$ cat src/hw/osr_pkg.sv
// Shared constants and types of the octal shift register block.
package osr_pkg;
	// Data width of the stage chain and of the bidirectional bus.
	localparam int unsigned STAGES = 8;
	// Depth of the capture FIFO.
	localparam int unsigned FIFO_DEPTH = 16;
	// Register byte offsets on the AXI4-Lite bus.
	localparam logic [3:0] OFF_CTRL = 4'h0;
	localparam logic [3:0] OFF_STATUS = 4'h4;
	localparam logic [3:0] OFF_FIFO = 4'h8;
	// Field positions.
	localparam int CTRL_CAP_BIT = 0;
	localparam int STAT_STAGE_POS = 0;
	localparam int STAT_TAPF_BIT = 8;
	localparam int STAT_TAPL_BIT = 9;
	localparam int STAT_OE_BIT = 10;
	localparam int STAT_RDY_BIT = 11;
	localparam int STAT_LEVEL_POS = 16;
	localparam int FIFO_VALID_BIT = 8;
	// Reset values.
	localparam logic CTRL_CAP_RST = 1'b0;
	localparam logic [7:0] STAGE_RST = 8'h00;
	// AXI response codes.
	localparam logic [1:0] RESP_OKAY = 2'h0;
	localparam logic [1:0] RESP_DECERR = 2'h3;
	// Variant of the shift register.
	typedef enum logic [1:0] {OSR_LR_ASYNC, OSR_LR_SYNC, OSR_RIGHT_ASYNC} osr_var_e;
	// Clocked operation chosen by the control pins.
	typedef enum logic [1:0] {OSR_HOLD, OSR_SHR, OSR_SHL, OSR_LOAD} osr_mode_e;
endpackage : osr_pkg

$ cat src/hw/osr_fifo_if.sv
// Interface carrying the capture FIFO's fill and drain signals.
`timescale 1ns/10ps
interface osr_fifo_if #(
	parameter int WIDTH = 8,
	parameter int LW = 5
);
	logic in_valid;
	logic in_ready;
	logic [WIDTH-1:0] in_data;
	logic out_valid;
	logic out_ready;
	logic [WIDTH-1:0] out_data;
	logic [LW-1:0] level;
	modport user (output in_valid, in_data, out_ready, input in_ready, out_valid, out_data, level);
	modport store (input in_valid, in_data, out_ready, output in_ready, out_valid, out_data, level);
endinterface : osr_fifo_if

$ cat src/hw/osr_fifo.sv
// Synchronous FIFO with registered read data for captured stage words.
`timescale 1ns/10ps
module osr_fifo #(
	parameter int WIDTH = 8,
	parameter int DEPTH = 16
) (
	input wire logic clk,
	input wire logic rst_n,
	osr_fifo_if.store f
);
	localparam int AW = $clog2(DEPTH);

	initial
	begin
		if (DEPTH < 2 || (1 << AW) != DEPTH || $bits(f.level) != AW + 1)
			$error("osr_fifo: DEPTH must be a power of two and match the level width");
	end

	logic [WIDTH-1:0] mem [DEPTH];
	logic [AW-1:0] wptr_r;
	logic [AW-1:0] rptr_r;
	logic [AW:0] count_r;
	logic out_valid_r;
	logic [WIDTH-1:0] out_data_r;

	////////////////////////////////////////////////////////////////////////////////
	// Handshakes and next pointers.
	wire push = f.in_valid && (count_r != AW'(0) ? count_r != (AW + 1)'(DEPTH) : 1'b1);
	wire pop = f.out_ready && out_valid_r;
	wire [AW-1:0] rptr_nxt = pop ? rptr_r + AW'(1) : rptr_r;
	wire [AW:0] count_nxt = count_r + (AW + 1)'(push) - (AW + 1)'(pop);
	wire bypass = push && (wptr_r == rptr_nxt);

	assign f.in_ready = count_r != (AW + 1)'(DEPTH);
	assign f.out_valid = out_valid_r;
	assign f.out_data = out_data_r;
	assign f.level = count_r;

	// Storage array write.
	always_ff @(posedge clk)
	begin
		if (push)
			mem[wptr_r] <= f.in_data;
	end

	// Pointers, fill level and the read-data register.
	always_ff @(posedge clk)
	begin
		if (!rst_n)
		begin
			wptr_r <= '0;
			rptr_r <= '0;
			count_r <= '0;
			out_valid_r <= 1'b0;
			out_data_r <= '0;
		end
		else
		begin
			wptr_r <= push ? wptr_r + AW'(1) : wptr_r;
			rptr_r <= rptr_nxt;
			count_r <= count_nxt;
			out_valid_r <= count_nxt != '0;
			out_data_r <= bypass ? f.in_data : mem[rptr_nxt];
		end
	end
endmodule : osr_fifo

$ cat src/hw/osr_top.sv
// Octal universal shift register with bus pins, capture FIFO and AXI4-Lite status.
//
// The register offsets and the AXI4-Lite slave port were chosen for this implementation.
`timescale 1ns/10ps
// Contract
// - One eight-bit bus serves as parallel load input and stage output.
// - Mode pins alone pick the operation each edge; the bus-drive controls do not affect it.
// - Load mode captures all eight bus bits on the rising edge.
// - Low clear zeroes stages; synchronously in one variant, immediately otherwise.
// - Shift mode moves stages one place per rising edge.
// - Left/right variants shift either way, chosen by mode encoding.
// - Right-only variant fills first stage from fill inputs or itself.
// - Sign extension keeps the first stage while shifting right.
// - Bus lines are three-state so they can share a bus.
// - Either drive control high floats the bus; operation continues.
// - Right-only: clear with enable and select low clears and floats.
module osr_top #(
	parameter osr_pkg::osr_var_e VARIANT = osr_pkg::OSR_LR_ASYNC,
	parameter int FIFO_DEPTH = osr_pkg::FIFO_DEPTH
) (
	input wire logic clk,
	input wire logic rst_n,
	input wire logic clear_n,
	input wire logic mode_select_low,
	input wire logic mode_select_high,
	input wire logic bus_drive_ctl_a,
	input wire logic bus_drive_ctl_b,
	input wire logic left_serial_in,
	input wire logic right_serial_in,
	input wire logic reg_enable_n,
	input wire logic serial_select,
	input wire logic sign_extend_n,
	input wire logic data_select,
	input wire logic fill_bit_zero_in,
	input wire logic fill_bit_one_in,
	input wire logic [7:0] bus_in,
	output logic [7:0] bus_out,
	output logic [7:0] bus_oe,
	output logic first_stage_tap,
	output logic last_stage_tap,
	output logic capture_ready,
	input wire logic [3:0] s_axi_awaddr,
	input wire logic s_axi_awvalid,
	output logic s_axi_awready,
	input wire logic [31:0] s_axi_wdata,
	input wire logic [3:0] s_axi_wstrb,
	input wire logic s_axi_wvalid,
	output logic s_axi_wready,
	output logic [1:0] s_axi_bresp,
	output logic s_axi_bvalid,
	input wire logic s_axi_bready,
	input wire logic [3:0] s_axi_araddr,
	input wire logic s_axi_arvalid,
	output logic s_axi_arready,
	output logic [31:0] s_axi_rdata,
	output logic [1:0] s_axi_rresp,
	output logic s_axi_rvalid,
	input wire logic s_axi_rready
);
	localparam int LW = $clog2(FIFO_DEPTH) + 1;

	initial
	begin
		if (FIFO_DEPTH < 2 || LW > 16)
			$error("osr_top: FIFO_DEPTH out of range");
	end

	////////////////////////////////////////////////////////////////////////////////
	// Mode decoding.

	// Left/right variants: high/low select pair.
	function automatic osr_pkg::osr_mode_e decode_lr(input logic sel_hi, input logic sel_lo);
		osr_pkg::osr_mode_e m;
		m = osr_pkg::OSR_HOLD;
		unique case ({sel_hi, sel_lo})
			2'b00: m = osr_pkg::OSR_HOLD;
			2'b01: m = osr_pkg::OSR_SHR;
			2'b10: m = osr_pkg::OSR_SHL;
			2'b11: m = osr_pkg::OSR_LOAD;
		endcase
		return m;
	endfunction : decode_lr

	// Right-only variant: register enable and serial/parallel select.
	function automatic osr_pkg::osr_mode_e decode_right(input logic ren_n, input logic ser);
		osr_pkg::osr_mode_e m;
		m = osr_pkg::OSR_HOLD;
		if (!ren_n)
			m = ser ? osr_pkg::OSR_SHR : osr_pkg::OSR_LOAD;
		return m;
	endfunction : decode_right

	wire is_right = VARIANT == osr_pkg::OSR_RIGHT_ASYNC;
	wire is_sync_clear = VARIANT == osr_pkg::OSR_LR_SYNC;

	wire osr_pkg::osr_mode_e mode_w = is_right ? decode_right(reg_enable_n, serial_select)
		: decode_lr(mode_select_high, mode_select_low);

	////////////////////////////////////////////////////////////////////////////////
	// Stage chain.

	logic [7:0] stage_r;
	logic [7:0] stage_nxt;

	wire fill_right = !sign_extend_n ? stage_r[0]
		: (data_select ? fill_bit_one_in : fill_bit_zero_in);
	wire shr_in = is_right ? fill_right : right_serial_in;

	// Next stage contents for each operation.
	always_comb
	begin
		stage_nxt = stage_r;
		unique case (mode_w)
			osr_pkg::OSR_HOLD: stage_nxt = stage_r;
			osr_pkg::OSR_SHR: stage_nxt = {stage_r[6:0], shr_in};
			osr_pkg::OSR_SHL: stage_nxt = is_right ? stage_r : {left_serial_in, stage_r[7:1]};
			osr_pkg::OSR_LOAD: stage_nxt = bus_in;
		endcase
	end

	generate
		if (VARIANT == osr_pkg::OSR_LR_SYNC)
		begin : g_sync_clear
			always_ff @(posedge clk)
			begin
				if (!rst_n || !clear_n)
					stage_r <= osr_pkg::STAGE_RST;
				else
					stage_r <= stage_nxt;
			end
		end
		else
		begin : g_async_clear
			always_ff @(posedge clk or negedge clear_n)
			begin
				if (!clear_n)
					stage_r <= osr_pkg::STAGE_RST;
				else if (!rst_n)
					stage_r <= osr_pkg::STAGE_RST;
				else
					stage_r <= stage_nxt;
			end
		end
	endgenerate

	////////////////////////////////////////////////////////////////////////////////
	// Bus drivers and cascade taps.

	wire float_ctl = bus_drive_ctl_a || bus_drive_ctl_b;
	wire float_rclr = is_right && !clear_n && !reg_enable_n && !serial_select;
	// The bus is an input while loading, so the registered driver lets go at the first load edge, after that edge has captured.
	wire drive_nxt = !float_ctl && !float_rclr && mode_w != osr_pkg::OSR_LOAD;

	logic oe_r;

	// Driver enable register.
	always_ff @(posedge clk)
	begin
		if (!rst_n)
			oe_r <= 1'b0;
		else
			oe_r <= drive_nxt;
	end

	assign bus_out = stage_r;
	assign bus_oe = {8{oe_r}};
	assign first_stage_tap = stage_r[0];
	assign last_stage_tap = stage_r[7];

	////////////////////////////////////////////////////////////////////////////////
	// Capture FIFO: each clocked operation other than hold or clear is logged when enabled, while the FIFO has room.

	logic cap_en_r;
	logic cap_rdy_r;
	osr_fifo_if #(.WIDTH(8), .LW(LW)) fq ();

	osr_fifo #(
		.WIDTH(8),
		.DEPTH(FIFO_DEPTH)
	) u_fifo (
		.clk(clk),
		.rst_n(rst_n),
		.f(fq.store)
	);

	wire changes = mode_w != osr_pkg::OSR_HOLD && clear_n;
	assign fq.in_valid = cap_en_r && changes;
	assign fq.in_data = stage_nxt;

	// Ready towards the source, shown on a pin so it can pause its activity.
	always_ff @(posedge clk)
	begin
		if (!rst_n)
			cap_rdy_r <= 1'b0;
		else
			cap_rdy_r <= fq.in_ready;
	end
	assign capture_ready = cap_rdy_r;

	////////////////////////////////////////////////////////////////////////////////
	// AXI4-Lite write channel.

	logic aw_got_r;
	logic w_got_r;
	logic [3:0] aw_addr_r;
	logic [31:0] w_data_r;
	logic [3:0] w_strb_r;
	logic bvalid_r;
	logic [1:0] bresp_r;

	assign s_axi_awready = !aw_got_r && !bvalid_r;
	assign s_axi_wready = !w_got_r && !bvalid_r;
	wire aw_hs = s_axi_awvalid && s_axi_awready;
	wire w_hs = s_axi_wvalid && s_axi_wready;
	wire have_aw = aw_got_r || aw_hs;
	wire have_w = w_got_r || w_hs;
	wire wr_fire = have_aw && have_w;
	wire [3:0] wr_addr = aw_got_r ? aw_addr_r : s_axi_awaddr;
	wire [31:0] wr_data = w_got_r ? w_data_r : s_axi_wdata;
	wire [3:0] wr_strb = w_got_r ? w_strb_r : s_axi_wstrb;
	wire wr_ctrl = wr_fire && wr_addr == osr_pkg::OFF_CTRL;
	wire wr_known = wr_addr == osr_pkg::OFF_CTRL || wr_addr == osr_pkg::OFF_STATUS
		|| wr_addr == osr_pkg::OFF_FIFO;

	// Address and data holding until both have arrived.
	always_ff @(posedge clk)
	begin
		if (!rst_n)
		begin
			aw_got_r <= 1'b0;
			w_got_r <= 1'b0;
			aw_addr_r <= '0;
			w_data_r <= '0;
			w_strb_r <= '0;
		end
		else
		begin
			aw_got_r <= have_aw && !wr_fire;
			w_got_r <= have_w && !wr_fire;
			aw_addr_r <= aw_hs ? s_axi_awaddr : aw_addr_r;
			w_data_r <= w_hs ? s_axi_wdata : w_data_r;
			w_strb_r <= w_hs ? s_axi_wstrb : w_strb_r;
		end
	end

	// Write response and the capture enable register.
	always_ff @(posedge clk)
	begin
		if (!rst_n)
		begin
			bvalid_r <= 1'b0;
			bresp_r <= osr_pkg::RESP_OKAY;
			cap_en_r <= osr_pkg::CTRL_CAP_RST;
		end
		else
		begin
			bvalid_r <= wr_fire || (bvalid_r && !s_axi_bready);
			bresp_r <= wr_fire ? (wr_known ? osr_pkg::RESP_OKAY : osr_pkg::RESP_DECERR) : bresp_r;
			cap_en_r <= (wr_ctrl && wr_strb[0]) ? wr_data[osr_pkg::CTRL_CAP_BIT] : cap_en_r;
		end
	end
	assign s_axi_bvalid = bvalid_r;
	assign s_axi_bresp = bresp_r;

	////////////////////////////////////////////////////////////////////////////////
	// AXI4-Lite read channel.

	logic rvalid_r;
	logic [31:0] rdata_r;
	logic [1:0] rresp_r;

	assign s_axi_arready = !rvalid_r;
	wire ar_hs = s_axi_arvalid && !rvalid_r;
	wire rd_fifo = ar_hs && s_axi_araddr == osr_pkg::OFF_FIFO;
	assign fq.out_ready = rd_fifo;

	// Read data selection.
	logic [31:0] rd_word;
	logic rd_known;
	always_comb
	begin
		rd_word = '0;
		rd_known = 1'b1;
		if (s_axi_araddr == osr_pkg::OFF_CTRL)
			rd_word[osr_pkg::CTRL_CAP_BIT] = cap_en_r;
		else if (s_axi_araddr == osr_pkg::OFF_STATUS)
		begin
			rd_word[osr_pkg::STAT_STAGE_POS +: 8] = stage_r;
			rd_word[osr_pkg::STAT_TAPF_BIT] = stage_r[0];
			rd_word[osr_pkg::STAT_TAPL_BIT] = stage_r[7];
			rd_word[osr_pkg::STAT_OE_BIT] = oe_r;
			rd_word[osr_pkg::STAT_RDY_BIT] = fq.in_ready;
			rd_word[osr_pkg::STAT_LEVEL_POS +: LW] = fq.level;
		end
		else if (s_axi_araddr == osr_pkg::OFF_FIFO)
		begin
			rd_word[7:0] = fq.out_valid ? fq.out_data : 8'h00;
			rd_word[osr_pkg::FIFO_VALID_BIT] = fq.out_valid;
		end
		else
			rd_known = 1'b0;
	end

	// Read answer register.
	always_ff @(posedge clk)
	begin
		if (!rst_n)
		begin
			rvalid_r <= 1'b0;
			rdata_r <= '0;
			rresp_r <= osr_pkg::RESP_OKAY;
		end
		else
		begin
			rvalid_r <= ar_hs || (rvalid_r && !s_axi_rready);
			rdata_r <= ar_hs ? rd_word : rdata_r;
			rresp_r <= ar_hs ? (rd_known ? osr_pkg::RESP_OKAY : osr_pkg::RESP_DECERR) : rresp_r;
		end
	end
	assign s_axi_rvalid = rvalid_r;
	assign s_axi_rdata = rdata_r;
	assign s_axi_rresp = rresp_r;

	////////////////////////////////////////////////////////////////////////////////
	// Checks.

	property p_load;
		@(posedge clk) disable iff (!rst_n)
		(rst_n && clear_n && mode_w == osr_pkg::OSR_LOAD) |=> (!clear_n || bus_out == $past(bus_in));
	endproperty
	a_load: assert property (p_load) else $error("load did not capture the bus");

	property p_clear;
		@(posedge clk) disable iff (!rst_n)
		(rst_n && !clear_n) |=> (bus_out == 8'h00);
	endproperty
	a_clear: assert property (p_clear) else $error("clear left a stage set");

	property p_shr;
		@(posedge clk) disable iff (!rst_n)
		(rst_n && clear_n && mode_w == osr_pkg::OSR_SHR)
		|=> (!clear_n || bus_out[7:1] == $past(bus_out[6:0]));
	endproperty
	a_shr: assert property (p_shr) else $error("right shift moved wrong");

	property p_shl;
		@(posedge clk) disable iff (!rst_n)
		(rst_n && clear_n && !is_right && mode_w == osr_pkg::OSR_SHL)
		|=> (!clear_n || bus_out == {$past(left_serial_in), $past(bus_out[7:1])});
	endproperty
	a_shl: assert property (p_shl) else $error("left shift moved wrong");

	property p_sign;
		@(posedge clk) disable iff (!rst_n)
		(rst_n && clear_n && is_right && mode_w == osr_pkg::OSR_SHR && !sign_extend_n)
		|=> (!clear_n || (first_stage_tap == $past(first_stage_tap)
		&& bus_out[1] == $past(first_stage_tap)));
	endproperty
	a_sign: assert property (p_sign) else $error("sign bit not kept");

	property p_hold;
		@(posedge clk) disable iff (!rst_n)
		(rst_n && clear_n && mode_w == osr_pkg::OSR_HOLD) ##1 clear_n |-> $stable(bus_out);
	endproperty
	a_hold: assert property (p_hold) else $error("hold changed the stages");

	property p_float;
		@(posedge clk) disable iff (!rst_n)
		(rst_n && float_ctl) |=> (bus_oe == 8'h00);
	endproperty
	a_float: assert property (p_float) else $error("bus driven while floated");

	property p_drive;
		@(posedge clk) disable iff (!rst_n)
		(rst_n && !float_ctl && clear_n && mode_w == osr_pkg::OSR_HOLD) |=> (bus_oe == 8'hff);
	endproperty
	a_drive: assert property (p_drive) else $error("bus not driven when enabled");

	property p_rclr;
		@(posedge clk) disable iff (!rst_n)
		(rst_n && float_rclr) |=> (bus_oe == 8'h00 && bus_out == 8'h00);
	endproperty
	a_rclr: assert property (p_rclr) else $error("enable-low clear did not float");

	property p_taps;
		@(posedge clk) disable iff (!rst_n)
		(rst_n && float_ctl) |=> (first_stage_tap == bus_out[0] && last_stage_tap == bus_out[7]);
	endproperty
	a_taps: assert property (p_taps) else $error("taps differ from stages");
endmodule : osr_top

$ cat config.mk
export PLATFORM = sky130hd
export DESIGN_NAME = osr_top
export DESIGN_NICKNAME = d
export VERILOG_FILES = /design/src/hw/osr_pkg.sv /design/src/hw/osr_fifo_if.sv /design/src/hw/osr_fifo.sv /design/src/hw/osr_top.sv
export SDC_FILE = /design/constraint.sdc
export NUM_CORES = 1
export LEC_CHECK = 0
export BUFFER_PORTS_ARGS = -buffer_cell sky130_fd_sc_hd__buf_2
export CORE_ASPECT_RATIO = 0.6
export CORE_UTILIZATION = 57
export CTS_CLUSTER_DIAMETER = 80
export DETAILED_ROUTE_END_ITERATION = 6
export PLACE_DENSITY = 0.92
export SETUP_SLACK_MARGIN = 0.1
export SYNTH_ARGS = -nofsm -noshare
export SYNTH_HDL_FRONTEND = slang
export SYNTH_SLANG_ARGS = --single-unit
export TNS_END_PERCENT = 10
$ cat constraint.sdc
create_clock -name clk -period 3.2 [get_ports clk]
set_input_delay 0.32 -clock clk [delete_from_list [all_inputs] [get_ports clk]]
set_output_delay 0.32 -clock clk [all_outputs]
set_load 0.01 [all_outputs]
==> flow_summary.ini, run 1 <==
[clock_tree]
ctsResizeCount = 0
postCtsSetupBuffers = 0
cts_root_buf = clkbuf_16
clk_path_buf_depth = 2
clock_sinks = 190
hold_buffers = 1
clk-insertion-delay-late_ns = 0.44
cts_made_buffers = 17
htreeDepth = 4
cts.clk_slew.worst_paths_ns = 0.08
cts_tree = done

[worst_setup_path]
cp-start-kind = flop
worstPathArrival_ns = 3.31
critPathLaunch = s_axi_rvalid
path_class = flop to flop
end_kind = flop
critical_path.cell_chain = or4b_4 -> buf_4 -> o21ai_1 -> o2bb2ai_1 -> a31oi_1 -> nand3_1 -> a311oi_1
reg2reg_slack_ns = 0.21
reg2reg_depth = 7
critPathMaxFanout = 15
cpPeakStageDelay_ns = 0.57
reg2reg_to = u_fifo.f.out_data[7]
r2r_start = s_axi_rvalid
required_ns = 3.52
worst_path_max_delay_cell = or4b_4

[global_routing]
grt_overflow_total = 0
antenna_found_initial = 1
grtUsageTotal = 0.318
grt_first_pass_wirelength_um = 37400
grt_max_degree = 47
grt_pass1_vias = 6500

[placement]
gp_congestion = 0.932
io_buffer_count = 76
dp.cells = 1003
hpwl_um = 15900
place_ws_ns = 0.314

[pwr]
p_clk_frac = 0.398
seqPwrFrac = 0.523
leakagePower_nw = 3.64
internal-power_mw = 3.90
ir_drop_mv = 0.371
power_density_mw_per_mm2 = 531
p_sw_frac = 0.253
power_mw = 5.22
switchingPower_mw = 1.32
power_frac_comb = 0.079

[floorplan]
row_count = 34
start_util = 0.594
fp.dieH_um = 98.1
die_area_mm2 = 0.0159
die_w_um = 162
pin_count = 132
core_mm2 = 0.0148

[finish]
fin_nets = 909
drive_above_1_share = 0.212
n_antenna_cell = 0
final_util = 0.666
num-fill-cells = 1009
final_cells = 1036
area_growth_pct = 12.2

[routing]
drtIter0Drc = 1331
wirelength_um = 24700
drt_drc_violations_left = 0
routedWlPerCell_um = 23.9
via_per_inst = 6.81
first_pass_iters = 7
via_count = 7060
postRouteAntennaNets = 0

[timing]
tightest_slew_ns = 1.17
max_freq_mhz = 335
slew_headroom = 0.219
worst_slack_ns = 0.210
period_minus_slack_ns = 2.99
setup_tns_ns = 0
hold_viol_final = 0
min_period_over_period = 0.934
rsz0062_at_grt = false
setup_viol = 0
maxSlewViolCount = 0
skew_ns = 0.0132

[synth]
synth-seq-area-share = 0.585
postSynthAreaPerCell_um2 = 11.5
ys_ff_latch = 190
async_flop_share = 0.0421
ys_types = 70
postSynthCellCount = 761
synth_edf_count = 128
yosys_warnings = 0
synthFlopType = edfxtp_1
synthesis.area_mm2 = 0.00877

[min_path]
min_path_cells = 2
hold_end = oe_r
min_path_type = input port to flop
min_from = bus_drive_ctl_a

[flow_run]
cap_viol_max_count = 0

[run_status]
status = complete, no violations
==> Yosys cell counts (3+ instances only) <==
master      n  area, um2
ha_1       11        138
or2_2       7       43.8
buf_2      13       65.1
inv_1      20       75.1
edfxtp_1  128       3840
buf_6       4       45.0
nor2_1     48        180
a311oi_1    7       61.3
dfxtp_1    54       1080
nor3b_1     3       22.5
a21oi_1    43        215
nand4_1     9       56.3
nand3_1    84        420
mux4_2      8        180
dfrtp_1     8        200
nand2_1    24       90.1
nor4_2      5       62.6
buf_4      30        225
a32oi_1     7       61.3
nor3_1     41        205
a221oi_1    7       61.3
nor4_1      3       18.8
mux2i_1     9       90.1
xor2_1      6       52.6
a22oi_1     3       22.5
a211oi_1    4       30.0
xnor2_1     5       43.8
o221ai_1   15        131
clkbuf_1   28        105
and2_1     10       62.6
o21ai_0    47        235
a31oi_1     9       56.3
nand2b_1   14       87.6
==> cells in the final DEF, fill, tap and decap left out, types with 24 or more instances in the layout <==
cell      count
edfxtp_1    128
nand3_1      84
buf_2        76
dfxtp_1      54
nor2_1       48
o21ai_0      47
a21oi_1      42
nor3_1       41
buf_4        30
nand2_1      24
==> power groups by stage <==
stage	Sequential (mW)	Combinational [mW]	Clock, mW
floorplan	2.78	0.255	0
global placement	2.78	0.376	0
detailed placement	2.78	0.390	0
CTS	2.73	0.399	2.06
global route	2.73	0.438	2.14
finish	2.73	0.414	2.08
==> worst max-delay path: cells and delay by family (launching register included) <==
kind	cells	cell delay [ns]
AO/OA/AOI/OAI	4	1.55
buffers and inverters	1	0.22
AND/OR/NAND/NOR	2	0.73
flip-flops	1	0.37
==> final cells by class <==
cell class / instances / area (um2) / share of cell area
Multi-Input combinational cell: 486 / 3170 / 0.323
Sequential cell: 190 / 5120 / 0.521
Inverter: 22 / 82.6 / 0.00840
Timing Repair Buffer: 108 / 636 / 0.0646
Tap cell: 198 / 248 / 0.0252
Clock buffer: 19 / 454 / 0.0462
Clock inverter: 13 / 116 / 0.0118
==> state kept, by name, summed over array words and instances, names as in the netlist, 4 cells and up <==
name / cells
s_axi_rdata: 17
u_fifo.wptr_r: 4
bus_out: 8
u_fifo.rptr_r: 4
u_fifo.f.out_data: 8
u_fifo.f.level: 5
u_fifo.mem: 128
aw_addr_r: 4
==> cells by family (layout without fill, tap and decap cells) <==
group / count (synthesis) / count (layout) / share of synthesized area
multiplexers: 17 / 17 / 0.0308
adder cells (fa/ha/maj): 12 / 12 / 0.0180
flip-flops: 190 / 190 / 0.585
other: 1 / 15 / 0.000428
AND/OR/NAND/NOR: 266 / 266 / 0.161
AO/OA/AOI/OAI: 162 / 162 / 0.125
buffers and inverters: 99 / 162 / 0.0605
XOR/XNOR: 14 / 14 / 0.0188
==> worst max-delay path by stage <==
stage	to	cells past startpoint	slack (ns)
finish	u_fifo.f.out_data[7]	7	0.21
detailed placement	u_fifo.f.out_data[5]	10	0.31
floorplan	u_fifo.f.out_valid	13	0.37
global route	u_fifo.f.out_data[2]	7	0.18
global placement	u_fifo.f.out_data[7]	8	0.42
CTS	u_fifo.f.out_data[5]	9	0.31
==> metrics by stage <==
stage,hold slack [ns],area [um2]
after floorplan,0.0244,8820
after global placement,0.180,9250
after detailed placement,0.181,9250
after CTS,0.0320,9830
after global routing,0.0564,9830
final,0.0353,9830
==> metal layers <==
| metal | track usage | share of wire | vias to the layer above |
|---|---|---|---|
| met1 | 0.452 | 0.38 | 3369 |
| met2 | 0.456 | 0.43 | 632 |
| met4 | 0.108 | 0.027 | 2 |
| li1 | - | - | 2967 |
| met5 | 0 | 0.00053 | - |
| met3 | 0.109 | 0.16 | 90 |
Note: power is estimated with default switching activity, not from simulation.
==> run 2: changes to the inputs <==
PLACE_DENSITY = 0.8   (was 0.92)
REMOVE_ABC_BUFFERS = 1   (was default)
SETUP_SLACK_MARGIN = default   (was 0.1)
==> run 2 against run 1 <==
Against the previous run:
- total power rose by 2.0%
- sequential share of layout area fell by 0.26 points
- clock power rose by 5%
- critical endpoint is now u_fifo.f.out_valid
- largest power group unchanged
- highest routed layer unchanged
==> flow_summary.ini, run 2 (synthesis results as in run 1) <==
[routing]
postRouteAntennaNets = 0
via_per_inst = 6.44
drtIter0Drc = 762
first_pass_iters = 6
wirelength_um = 23100
drt_drc_violations_left = 0
via_count = 6655
routedWlPerCell_um = 22.4

[clock_tree]
clk-insertion-delay-late_ns = 0.44
hold_buffers = 1
cts_made_buffers = 17
cts.clk_slew.worst_paths_ns = 0.08
cts_root_buf = clkbuf_16
ctsResizeCount = 0
clk_path_buf_depth = 2
postCtsSetupBuffers = 0
cts_tree = done
htreeDepth = 4
clock_sinks = 190

[worst_setup_path]
reg2reg_depth = 13
r2r_start = s_axi_rvalid
worstPathArrival_ns = 3.20
reg2reg_slack_ns = 0.29
critical_path.cell_chain = or4b_4 -> nor2_2 -> ha_1 -> inv_1 -> ha_1 -> inv_1 -> fa_1 -> inv_1 -> a21oi_1 -> nor2_1 -> nor2_1 -> xnor2_1 -> a31oi_1
required_ns = 3.49
reg2reg_to = u_fifo.f.out_valid
cp-start-kind = flop
cp_common_cell = inv_1
cp.buffers_inverters = 3
cpPeakStageDelay_ns = 0.65
crit_family = simple AND/OR/NAND/NOR gates
end_kind = flop
worst_path_max_delay_cell = or4b_4
path_class = flop to flop
critPathMaxFanout = 7

[finish]
num-fill-cells = 1032
largest_reg_flops = 128
register_area_mm2 = 0.00512
multi_input_area_mm2 = 0.00317
area_growth_pct = 12.8
layout_common_cells = 128 x edfxtp_1, 84 x nand3_1, 76 x buf_2
top_register = u_fifo.mem
n_antenna_cell = 0
final_common_cell = edfxtp_1
fin_nets = 906
drive_above_1_share = 0.211

[timing]
setup_viol = 0
maxSlewViolCount = 0
tightest_slew_ns = 1.08
max_freq_mhz = 344
rsz0062_at_grt = false
period_minus_slack_ns = 2.91
setup_tns_ns = 0
min_period_over_period = 0.909
hold_viol_final = 0
skew_ns = 0.0176
hold_slack_ns = 0.0365
slew_headroom = 0.277

[min_path]
min_path_cells = 2
hold_end = oe_r
min_path_type = input port to flop
min_from = bus_drive_ctl_a

[global_routing]
grt_max_degree = 47
grt_first_pass_wirelength_um = 35800
grtUsageTotal = 0.306
grt_overflow_total = 0
grt_pass1_vias = 6433
antenna_found_initial = 0

[pwr]
p_sw_frac = 0.260
switchingPower_mw = 1.38
p_clk_frac = 0.412
leakagePower_nw = 3.65
power_density_mw_per_mm2 = 538
power_frac_comb = 0.074
internal-power_mw = 3.94
seqPwrFrac = 0.514
ir_drop_mv = 0.307

[floorplan]
die_w_um = 162
start_util = 0.594
row_count = 34
core_mm2 = 0.0148
pin_count = 132
die_area_mm2 = 0.0159
fp.dieH_um = 98.1

[placement]
gp_congestion = 0.910
hpwl_um = 15400
io_buffer_count = 76

[run_status]
status = complete, no violations

[flow_run]
cap_viol_max_count = 0
-- run 2: cell count changes in the layout (fill, tap and decap cells not counted) --
cell      before  now
inv_8          1    2
inv_12         0    2
buf_12         1    2
inv_6          6    4
clkinv_8       1    5
clkinv_4       2    1
buf_4         30   26
inv_4          3    0
clkbuf_1       1    0
-- run 2: final cells by class --
type,count,share of cell area
multi-input combinational,486,0.321
sequential,190,0.518
timing repair buffer,105,0.0633
clock buffer,18,0.0456
inverter,22,0.00835
tap,198,0.0251
clock inverter,14,0.0182
-- run 2: per-layer routing --
layer / part of all wire / track usage / vias up
met5: 0.0013 / 0.0455 / -
met4: 0.018 / 0.111 / 2
met3: 0.12 / 0.0922 / 43
met2: 0.44 / 0.437 / 433
met1: 0.41 / 0.439 / 3228
li1: - / - / 2949
-- run 2: worst max path at each step --
stage / from / cells after the start / end / slack, ns
after CTS: s_axi_rvalid / 13 / u_fifo.f.out_valid / 0.31
after floorplan: u_fifo.rptr_r[0] / 6 / u_fifo.f.out_data[2] / -0.62
final: s_axi_rvalid / 13 / u_fifo.f.out_valid / 0.29
after global placement: s_axi_araddr[1] / 14 / u_fifo.f.out_valid / 0.37
after detailed placement: s_axi_araddr[1] / 14 / u_fifo.f.out_valid / 0.24
after global routing: s_axi_rvalid / 13 / u_fifo.f.out_valid / 0.06
-- run 2: power groups by stage --
stage	clock network [mW]	logic, mW	registers [mW]
2_1_floorplan	0	0.207	2.79
3_3_place_gp	0	0.368	2.78
3_5_place_dp	0	0.387	2.79
4_1_cts	2.21	0.390	2.73
5_1_grt	2.31	0.427	2.74
6_report	2.19	0.395	2.73
-- run 2: through the flow --
step / utilization / instance area (um2) / std cells / power [mW] / setup slack, ns
6_report: 0.670 / 9880 / 1033 / 5.32 / 0.290
5_1_grt: 0.670 / 9880 / 1033 / 5.47 / 0.0606
3_5_place_dp: 0.626 / 9240 / 1000 / 3.17 / 0.243
2_1_floorplan: - / 8370 / 698 / 2.99 / -0.622
4_1_cts: 0.670 / 9880 / 1033 / 5.33 / 0.314
3_3_place_gp: 0.626 / 9240 / 1000 / 3.15 / 0.375
